File: config.mk
export PLATFORM = sky130hd
export DESIGN_NAME = dtc_top
export DESIGN_NICKNAME = d
export VERILOG_FILES = /design/src/core/dtc_pkg.sv /design/src/core/dtc_counter.sv /design/src/core/dtc_top.sv
export SDC_FILE = /design/constraint.sdc
export NUM_CORES = 1
export LEC_CHECK = 0
export ABC_CLOCK_PERIOD_IN_PS = 6150
export BUFFER_PORTS_ARGS = -buffer_cell sky130_fd_sc_hd__buf_2
export CORE_ASPECT_RATIO = 0.8
export CORE_MARGIN = 2
export CORE_UTILIZATION = 45
export DETAILED_ROUTE_END_ITERATION = 12
export PLACE_DENSITY = 0.73
export SLEW_MARGIN = 15
export SYNTH_ARGS = -nofsm -noshare
export SYNTH_HDL_FRONTEND = slang
export SYNTH_HIERARCHICAL = 1
export SYNTH_SLANG_ARGS = --single-unit
File: constraint.sdc
create_clock -name pclk -period 6.15 [get_ports pclk]
set_clock_uncertainty 0.2 [all_clocks]
set_input_delay 0.615 -clock pclk [delete_from_list [all_inputs] [get_ports pclk]]
set_output_delay 0.615 -clock pclk [all_outputs]
set_load 0.05 [all_outputs]
File: src/core/dtc_pkg.sv
/*
 Package for the dual timer/event counter: register offsets, control field
 positions, mode encodings, reset values and carrier structs.
 Assumes a 32-bit APB master and a 20 MHz pclk.
*/
`default_nettype none
package dtc_pkg;
    // ==========================================
    // Register map (byte addresses)
    localparam logic [7:0] DTC_OFS_BYTE_VALUE = 8'h00;
    localparam logic [7:0] DTC_OFS_BYTE_CTRL = 8'h04;
    localparam logic [7:0] DTC_OFS_WORD_LOW = 8'h08;
    localparam logic [7:0] DTC_OFS_WORD_HIGH = 8'h0C;
    localparam logic [7:0] DTC_OFS_WORD_CTRL = 8'h10;
    localparam logic [7:0] DTC_OFS_INT_CTRL = 8'h14;
    localparam logic [7:0] DTC_OFS_STATUS = 8'h18;
    // ==========================================
    // Control register fields
    localparam int DTC_MODE_HI = 7;
    localparam int DTC_MODE_LO = 6;
    localparam int DTC_RUN_BIT = 4;
    localparam int DTC_EDGE_BIT = 3;
    // Interrupt control fields
    localparam int DTC_IE0_BIT = 0;
    localparam int DTC_IE1_BIT = 1;
    localparam int DTC_IF0_BIT = 2;
    localparam int DTC_IF1_BIT = 3;
    // ==========================================
    // Mode encodings
    localparam logic [1:0] DTC_MODE_OFF = 2'h0;
    localparam logic [1:0] DTC_MODE_EVENT = 2'h1;
    localparam logic [1:0] DTC_MODE_TIMER = 2'h2;
    localparam logic [1:0] DTC_MODE_PULSE = 2'h3;
    // ==========================================
    // Reset values and counts
    localparam logic [7:0] DTC_CTRL_RST = 8'h00;
    localparam logic [7:0] DTC_INTERRUPT_CONTROL_REG_RST = 8'h00;
    localparam int DTC_WORD_DIV = 4;
    localparam logic [1:0] DTC_DIV_LAST = 2'h3;
    // ==========================================
    // Carrier structs
    typedef struct packed {
        logic [1:0] mode;
        logic run;
        logic edge_sel;
    } dtc_ctrl_s;
    typedef struct packed {
        logic wr;
        logic [15:0] data;
    } dtc_load_s;
endpackage
`default_nettype wire

File: src/core/dtc_counter.sv
/*
 One count-up timer/event counter with preload, reload on overflow and the
 three operating modes. Width is a parameter.
 Assumes the pin is synchronous to pclk and tick is a one-cycle strobe.
*/
`default_nettype none
module dtc_counter
    import dtc_pkg::*;
#(
    parameter int W = 8
)
(
    input wire logic pclk,
    input wire logic presetn,
    input wire logic tick,
    input wire logic pin,
    input wire dtc_ctrl_s ctrl,
    input wire logic [W-1:0] load_data,
    input wire logic load_wr,
    input wire logic hold,
    output logic [W-1:0] count,
    output logic ovf,
    output logic pulse_done
);
    typedef struct packed {
        logic [W-1:0] cnt;
        logic [W-1:0] pre;
        logic pin_d;
        logic armed;
        logic ovf;
        logic done;
    } dtc_cnt_s;
    dtc_cnt_s s_q, s_d;
    logic rise, fall, inc, act_edge, ret_edge;

    // ==========================================
    // Edge detection and increment condition
    always_comb
    begin
        rise = pin & ~s_q.pin_d;
        fall = ~pin & s_q.pin_d;
        act_edge = ctrl.edge_sel ? rise : fall;
        ret_edge = ctrl.edge_sel ? fall : rise;
        inc = 1'b0;
        if (ctrl.run && !hold)
        begin
            case (ctrl.mode)
                DTC_MODE_TIMER: inc = tick;
                DTC_MODE_EVENT: inc = ctrl.edge_sel ? fall : rise;
                DTC_MODE_PULSE: inc = tick & s_q.armed;
                default: inc = 1'b0;
            endcase
        end
    end

    // ==========================================
    // Next state
    always_comb
    begin
        s_d = s_q;
        s_d.pin_d = pin;
        s_d.ovf = 1'b0;
        s_d.done = 1'b0;
        if (!ctrl.run || ctrl.mode != DTC_MODE_PULSE)
        begin
            s_d.armed = 1'b0;
        end
        else if (!s_q.armed && act_edge)
        begin
            s_d.armed = 1'b1;
        end
        else if (s_q.armed && ret_edge)
        begin
            s_d.armed = 1'b0;
            s_d.done = 1'b1;
        end
        if (inc)
        begin
            if (&s_q.cnt)
            begin
                s_d.cnt = s_q.pre;
                s_d.ovf = 1'b1;
            end
            else
            begin
                s_d.cnt = s_q.cnt + 1'b1;
            end
        end
        if (load_wr)
        begin
            s_d.pre = load_data;
            if (!ctrl.run)
            begin
                s_d.cnt = load_data;
            end
        end
    end

    // Register stage
    always_ff @(posedge pclk or negedge presetn)
    begin
        if (!presetn)
        begin
            s_q <= '0;
        end
        else
        begin
            s_q <= s_d;
        end
    end

    assign count = s_q.cnt;
    assign ovf = s_q.ovf;
    assign pulse_done = s_q.done;

    // ==========================================
    // Assertions
    property p_reload;
        @(posedge pclk) disable iff (!presetn)
        (inc && (&s_q.cnt) && !load_wr) |=> (ovf && count == $past(s_q.pre));
    endproperty
    a_reload: assert property (p_reload) else $error("no reload on overflow");
    property p_stop_load;
        @(posedge pclk) disable iff (!presetn)
        (load_wr && !ctrl.run) |=> (count == $past(load_data));
    endproperty
    a_stop_load: assert property (p_stop_load) else $error("stopped load missed");
    property p_idle;
        @(posedge pclk) disable iff (!presetn)
        (!ctrl.run && !load_wr) |=> (count == $past(count));
    endproperty
    a_idle: assert property (p_idle) else $error("count moved while stopped");
    property p_off_mode;
        @(posedge pclk) disable iff (!presetn)
        (ctrl.mode == DTC_MODE_OFF && !load_wr) |=> (count == $past(count));
    endproperty
    a_off_mode: assert property (p_off_mode) else $error("mode 00 counted");
    property p_ovf_cause;
        @(posedge pclk) disable iff (!presetn)
        ovf |-> $past(inc);
    endproperty
    a_ovf_cause: assert property (p_ovf_cause) else $error("spurious overflow");
    c_ovf: cover property (@(posedge pclk) disable iff (!presetn) ovf);
    c_pulse: cover property (@(posedge pclk) disable iff (!presetn) pulse_done);
endmodule
`default_nettype wire

File: src/core/dtc_top.sv
/*
 Dual timer/event counter: an 8-bit and a 16-bit counter with preload,
 byte-buffered 16-bit access, interrupt enables and an APB register slave.
 Assumes a 32-bit APB master on pclk at 20 MHz; timer pins synchronous.
*/
// The placing of the registers and the APB register port were chosen for this implementation.
`default_nettype none
// How it works
// - Byte counter timer clock is pclk
// - Word counter timer clock is pclk divided by four
// - Event mode counts pin edges, no prescaler
// - Edge select low rising, high falling in event mode; pulse mode starts on falling when low, rising when high
// - Count up, overflow at all ones, request
// - Overflow reloads preload and keeps counting
// - Stopped counter takes preload write at once
// - Running counter takes preload at next overflow
// - Low byte write goes only to buffer
// - High byte write loads high and buffer
// - High read latches low byte for reads
// - Mode field is control bits 7 and 6
// - Control bit 4 runs or stops counter
// - Interrupt enable gates overflow request
// - Event mode counts and wakes in power-down
// - Mode 11 selects pulse width measurement
// - Pulse mode starts on the active edge
// - Pulse end clears run, ignores later edges
module dtc_top
    import dtc_pkg::*;
#(
    parameter int BYTE_W = 8,
    parameter int WORD_W = 16
)
(
    input wire logic pclk,
    input wire logic presetn,
    input wire logic psel,
    input wire logic penable,
    input wire logic pwrite,
    input wire logic [7:0] paddr,
    input wire logic [31:0] pwdata,
    output logic [31:0] prdata,
    output logic pready,
    output logic pslverr,
    input wire logic byte_counter_pin,
    input wire logic word_counter_pin,
    output logic irq_byte,
    output logic irq_word,
    output logic wakeup
);
    typedef struct packed {
        logic [7:0] ctrl0;
        logic [7:0] ctrl1;
        logic [7:0] low_buf;
        logic ie0;
        logic ie1;
        logic if0;
        logic if1;
        logic [1:0] div;
        logic [31:0] rdata;
        logic ack;
    } dtc_top_s;
    dtc_top_s s_q, s_d;

    logic acc, wr, rd, tick4, done0, done1, ovf0, ovf1;
    logic [BYTE_W-1:0] cnt0;
    logic [WORD_W-1:0] cnt1;
    dtc_ctrl_s c0, c1;
    dtc_load_s ld0, ld1;
    logic [31:0] rsel;
    logic hit;

    // ==========================================
    // Bus strobes and control views
    assign acc = psel & penable;
    // One wait state: reads capture in the first access cycle, writes land in the second
    assign wr = acc & pwrite & s_q.ack;
    assign rd = acc & ~pwrite & ~s_q.ack;
    assign tick4 = (s_q.div == DTC_DIV_LAST);
    always_comb
    begin
        c0.mode = s_q.ctrl0[DTC_MODE_HI:DTC_MODE_LO];
        c0.run = s_q.ctrl0[DTC_RUN_BIT];
        c0.edge_sel = s_q.ctrl0[DTC_EDGE_BIT];
        c1.mode = s_q.ctrl1[DTC_MODE_HI:DTC_MODE_LO];
        c1.run = s_q.ctrl1[DTC_RUN_BIT];
        c1.edge_sel = s_q.ctrl1[DTC_EDGE_BIT];
        ld0.wr = wr && paddr == DTC_OFS_BYTE_VALUE;
        ld0.data = {8'h00, pwdata[7:0]};
        ld1.wr = wr && paddr == DTC_OFS_WORD_HIGH;
        ld1.data = {pwdata[7:0], s_q.low_buf};
    end

    // ==========================================
    // Counters
    dtc_counter #(.W(BYTE_W)) u_byte (
        .pclk(pclk),
        .presetn(presetn),
        .tick(1'b1),
        .pin(byte_counter_pin),
        .ctrl(c0),
        .load_data(ld0.data[BYTE_W-1:0]),
        .load_wr(ld0.wr),
        .hold(1'b0),
        .count(cnt0),
        .ovf(ovf0),
        .pulse_done(done0)
    );
    dtc_counter #(.W(WORD_W)) u_word (
        .pclk(pclk),
        .presetn(presetn),
        .tick(tick4),
        .pin(word_counter_pin),
        .ctrl(c1),
        .load_data(ld1.data[WORD_W-1:0]),
        .load_wr(ld1.wr),
        .hold(1'b0),
        .count(cnt1),
        .ovf(ovf1),
        .pulse_done(done1)
    );

    // ==========================================
    // Read mux
    always_comb
    begin
        rsel = 32'h00000000;
        hit = 1'b1;
        if (paddr == DTC_OFS_BYTE_VALUE)
        begin
            rsel = {24'h000000, cnt0};
        end
        else if (paddr == DTC_OFS_BYTE_CTRL)
        begin
            rsel = {24'h000000, s_q.ctrl0};
        end
        else if (paddr == DTC_OFS_WORD_LOW)
        begin
            rsel = {24'h000000, s_q.low_buf};
        end
        else if (paddr == DTC_OFS_WORD_HIGH)
        begin
            rsel = {24'h000000, cnt1[15:8]};
        end
        else if (paddr == DTC_OFS_WORD_CTRL)
        begin
            rsel = {24'h000000, s_q.ctrl1};
        end
        else if (paddr == DTC_OFS_INT_CTRL)
        begin
            rsel = {28'h0000000, s_q.if1, s_q.if0, s_q.ie1, s_q.ie0};
        end
        else if (paddr == DTC_OFS_STATUS)
        begin
            rsel = {30'h00000000, c1.run, c0.run};
        end
        else
        begin
            hit = 1'b0;
        end
    end

    // ==========================================
    // Next state of registers
    always_comb
    begin
        s_d = s_q;
        s_d.div = s_q.div + 2'h1;
        s_d.ack = acc & ~s_q.ack; // Answer one cycle into the access phase
        if (rd)
        begin
            s_d.rdata = rsel;
        end
        if (wr)
        begin
            if (paddr == DTC_OFS_BYTE_CTRL)
            begin
                s_d.ctrl0 = pwdata[7:0];
            end
            else if (paddr == DTC_OFS_WORD_CTRL)
            begin
                s_d.ctrl1 = pwdata[7:0];
            end
            else if (paddr == DTC_OFS_WORD_LOW)
            begin
                s_d.low_buf = pwdata[7:0];
            end
            else if (paddr == DTC_OFS_INT_CTRL)
            begin
                s_d.ie0 = pwdata[DTC_IE0_BIT];
                s_d.ie1 = pwdata[DTC_IE1_BIT];
                s_d.if0 = pwdata[DTC_IF0_BIT];
                s_d.if1 = pwdata[DTC_IF1_BIT];
            end
        end
        if (rd && paddr == DTC_OFS_WORD_HIGH)
        begin
            s_d.low_buf = cnt1[7:0];
        end
        // Pulse end drops run; hardware clear wins over a write
        if (done0)
        begin
            s_d.ctrl0[DTC_RUN_BIT] = 1'b0;
        end
        if (done1)
        begin
            s_d.ctrl1[DTC_RUN_BIT] = 1'b0;
        end
        // Overflow sets request flag; set wins over clear
        if (ovf0)
        begin
            s_d.if0 = 1'b1;
        end
        if (ovf1)
        begin
            s_d.if1 = 1'b1;
        end
    end

    // Register stage
    always_ff @(posedge pclk or negedge presetn)
    begin
        if (!presetn)
        begin
            s_q <= '0;
        end
        else
        begin
            s_q <= s_d;
        end
    end

    // ==========================================
    // Outputs
    assign pready = s_q.ack;
    assign prdata = s_q.rdata;
    assign pslverr = acc & ~hit & s_q.ack;
    assign irq_byte = s_q.if0 & s_q.ie0;
    assign irq_word = s_q.if1 & s_q.ie1;
    assign wakeup = ovf0 | ovf1;

    // ==========================================
    // Assertions
    property p_irq_gate;
        @(posedge pclk) disable iff (!presetn)
        (!s_q.ie0) |-> !irq_byte;
    endproperty
    a_irq_gate: assert property (p_irq_gate) else $error("irq not gated");
    property p_flag_set;
        @(posedge pclk) disable iff (!presetn)
        ovf1 |=> s_q.if1;
    endproperty
    a_flag_set: assert property (p_flag_set) else $error("flag lost");
    property p_low_hold;
        @(posedge pclk) disable iff (!presetn)
        (wr && paddr == DTC_OFS_WORD_LOW && c1.mode == DTC_MODE_OFF)
            |=> (cnt1 == $past(cnt1));
    endproperty
    a_low_hold: assert property (p_low_hold) else $error("low write hit counter");
    property p_high_load;
        @(posedge pclk) disable iff (!presetn)
        (ld1.wr && !c1.run) |=> (cnt1 == {$past(pwdata[7:0]), $past(s_q.low_buf)});
    endproperty
    a_high_load: assert property (p_high_load) else $error("word load wrong");
    property p_latch;
        @(posedge pclk) disable iff (!presetn)
        (rd && paddr == DTC_OFS_WORD_HIGH) |=> (s_q.low_buf == $past(cnt1[7:0]));
    endproperty
    a_latch: assert property (p_latch) else $error("low byte not latched");
    property p_pulse_end;
        @(posedge pclk) disable iff (!presetn)
        done0 |=> !c0.run;
    endproperty
    a_pulse_end: assert property (p_pulse_end) else $error("run not cleared");
    property p_div;
        @(posedge pclk) disable iff (!presetn)
        tick4 |=> !tick4 ##1 !tick4 ##1 !tick4 ##1 tick4;
    endproperty
    a_div: assert property (p_div) else $error("divider not by four");
    // Low byte reads return the buffer captured in the wait state
    property p_rd_low;
        @(posedge pclk) disable iff (!presetn)
        (rd && paddr == DTC_OFS_WORD_LOW) |=> (prdata[7:0] == $past(s_q.low_buf));
    endproperty
    a_rd_low: assert property (p_rd_low) else $error("low read not from buffer");
    property p_flag_set0;
        @(posedge pclk) disable iff (!presetn)
        ovf0 |=> s_q.if0;
    endproperty
    a_flag_set0: assert property (p_flag_set0) else $error("byte flag lost");
    property p_irq_gate1;
        @(posedge pclk) disable iff (!presetn)
        (!s_q.ie1) |-> !irq_word;
    endproperty
    a_irq_gate1: assert property (p_irq_gate1) else $error("word irq not gated");
    property p_pulse_end1;
        @(posedge pclk) disable iff (!presetn)
        done1 |=> !c1.run;
    endproperty
    a_pulse_end1: assert property (p_pulse_end1) else $error("word run not cleared");
    c_wake: cover property (@(posedge pclk) disable iff (!presetn) wakeup);
    c_irq: cover property (@(posedge pclk) disable iff (!presetn) irq_word);
endmodule
`default_nettype wire

==> impl_metrics.tcl <==
set metrics [dict create \
    violations "hold timing" \
    crit_path_end_kind "flip-flop" \
    antenna_cells 0 \
    vdd_drop_max_uv 142 \
    p_switching_w 0.000338 \
    max-slew-margin-rel_pct 35.0 \
    clk_path_buf_depth 2 \
    synth.most_common_cell "dfrtp_1" \
    clock_latency_ns 0.35 \
    ys_seq_area_share_pct 41.4 \
    max_freq_mhz 252 \
    die_h_um 105 \
    setup_ws_ns 2.18 \
    grt-ovfl-total 0 \
    first_global_vias 4193 \
    final_area_sq_mm 0.00595 \
    p_clk_share_pct 43.8 \
    combPwrFrac_pct 8.6 \
    cts_hold_buf 0 \
    yosysUniqueCellTypes 79 \
    drv_slew 0 \
    synthCells 584 \
    core_sq_mm 0.0123 \
    p_total_w 0.00134 \
    firstDrtPassIters 7 \
    grt_max_degree 66 \
    via_count 4498 \
    grt_usage_pct 21.7 \
    cts_sinks 95 \
    worstPathArrival_ns 4.02 \
    rsz0062_at_grt "no" \
    antenna_found_initial 0 \
    synthTopCellsByArea "dfrtp_1 41%, buf_4 7.5%, mux2_2 7.3%" \
    post_cts_resized 0 \
    worstMarginPinSlew_ns 0.975 \
    synth_edf_count 0 \
    setup_violations 0 \
    hold_path_class "in -> async" \
    power.internal_w 0.00100 \
    cts_setup_buffers 0 \
    fin_tns_setup_ns 0 \
    ios 84 \
    gp_congestion 0.884 \
    root_buffer "clkbuf_16" \
    drtIter0Drc 649 \
    dpl.hpwl_um 10000 \
    crit_fanout 21 \
    p_leak_nw 2.76 \
    wire_per_inst_um 19.1 \
    synth.cell_area_sq_mm 0.00574 \
    async_reset_ff_share_pct 100 \
    finalWirelength_um 14300 \
    switching_share_pct 25.2 \
    yosysWarningCount 6 \
    grt_pass1_wl_um 22900 \
    synthTopCellsByCount "95 x dfrtp_1, 57 x buf_4, 51 x nand2_1" \
    ys_ff_latch 95 \
    p_per_area_mw_per_mm2 225 \
    synth_area_per_cell_sq_um 9.83 \
    fin_crit_sh_pct 64.6 \
    numCtsBuffers 9 \
    clkTransAtPathRegs_ns 0.06 \
    critPathLaunchType "primary input" \
    numPortBuffers 35 \
    synth_top_area_cell "dfrtp_1" \
    synthToLayoutAreaGrowth_pct 3.66 \
    path_class "in -> reg" \
    htreeDepth 3 \
    cts_tree "built" \
    die_x_um 130 \
    synth_ff_type "dfrtp_1" \
    row_count 36 \
    via_per_inst 6.01 \
    post-route-drc-count 0 \
    max_cap_viol_count 0 \
    post-place-ws_ns 1.95 \
    min_period_ns 3.97 \
    hold_viol 5 \
    die-area_sq_mm 0.0137 \
    initial_utilization_pct 46.7 \
    dpl-instance-area_sq_mm 0.00563 \
    ant_nets 0 \
    hold_ws_ns -0.00181 \
    synth_top_area_share_pct 41.4 \
    nNetsFinal 623 \
    status "finished, violations left" \
    cp.required_ns 6.20 \
    seq_power_share_pct 47.6 \
    drive_gt1_share_pct 20.2 \
]
power groups by stage:
stage | combinational, W | clock (W) | sequential [W]
6_report | 0.000115 | 0.000587 | 0.000638
5_1_grt | 0.000124 | 0.000622 | 0.000638
4_1_cts | 0.000114 | 0.000595 | 0.000638
3_5_place_dp | 0.000114 | 0 | 0.000650
3_3_place_gp | 0.000112 | 0 | 0.000649
2_1_floorplan | 0.0000881 | 0 | 0.000649
worst max-delay path, stage by stage:
cell	delay, ns
buf_2	0.10
nor3_1	0.60
and3_1	0.47
and3_1	0.87
nor2b_1	0.76
buf_4	0.31
a311oi_1	0.07
a311oi_1	0.21
layer usage:
| layer | wire (um) | global-route usage (%) | vias to the layer above |
|---|---|---|---|
| met3 | 1150 | 5.79 | 27 |
| li1 | - | - | 2029 |
| met4 | 257 | 6.14 | 0 |
| met5 | 0 | 0 | - |
| met2 | 6430 | 31.6 | 209 |
| met1 | 6470 | 31.7 | 2233 |
logic make-up (layout without fill, tap and decap cells):
| group | after synthesis | in the layout | synth area share [%] |
|---|---|---|---|
| fa+ha+maj | 3 | 3 | 0.654 |
| flops | 95 | 95 | 41.4 |
| other cells | 2 | 27 | 0.131 |
| xor+xnor | 5 | 5 | 0.763 |
| mux | 53 | 53 | 10.3 |
| simple gates | 213 | 213 | 20.6 |
| buf+inv | 102 | 71 | 11.9 |
| compound gates | 111 | 111 | 14.3 |
stage by stage:
stage | util, % | hold slack, ns | std cells
2_1_floorplan | - | 0.119 | 609
3_3_place_gp | 45.8 | 0.187 | 733
3_5_place_dp | 45.8 | 0.192 | 733
4_1_cts | 48.4 | 0.00756 | 749
5_1_grt | 48.4 | 0.0220 | 749
6_report | 48.4 | -0.00181 | 749
cell type report:
cell class | instances | area [sq um]
fill | 1138 | 6340
inverter | 17 | 63.8
multi-input combinational | 412 | 2780
tap | 171 | 214
sequential | 95 | 2380
clock buffer | 12 | 267
clock inverter | 4 | 52.6
timing repair buffer | 38 | 200
path summary, 6_finish.rpt:
path | startpoint | end | slack, ns | depth (start not counted)
min in group pclk | u_byte/pulse_done | c0[1] | 0.19 | 1
hold reg to reg | u_byte/pulse_done | c0[1] | 0.19 | 1
max in group asynchronous | presetn | u_byte/s_q[2] | 4.59 | 2
setup / recovery | paddr[7] | u_word/count[12] | 2.18 | 8
hold / removal | presetn | u_word/s_q[12] | -0.002 | 1
setup reg to reg | pready | u_word/count[12] | 2.71 | 6
layout by cell type, fill, tap and decap left out, types with 8 or more instances in the layout:
cell	instances
a211oi_1	9
a21oi_1	17
a31oi_1	8
and3_1	10
buf_2	34
clkbuf_16	9
conb_1	27
dfrtp_1	95
inv_1	17
mux2_2	37
mux2i_1	15
nand2_1	51
nand3_1	25
nand4_1	11
nor2_1	41
nor2b_1	9
nor3_1	17
o21ai_0	17
flip-flops by register name, summed over array words and instances, names as in the netlist:
name,cells
u_byte/count,8
u_byte/pulse_done,1
pready,1
u_word/ovf,1
c0,4
ld1,8
u_word/count,16
prdata,8
s_q,14
u_byte/ovf,1
u_word/s_q,18
u_byte/s_q,10
c1,4
u_word/pulse_done,1
(Power assumes the default switching activity.)
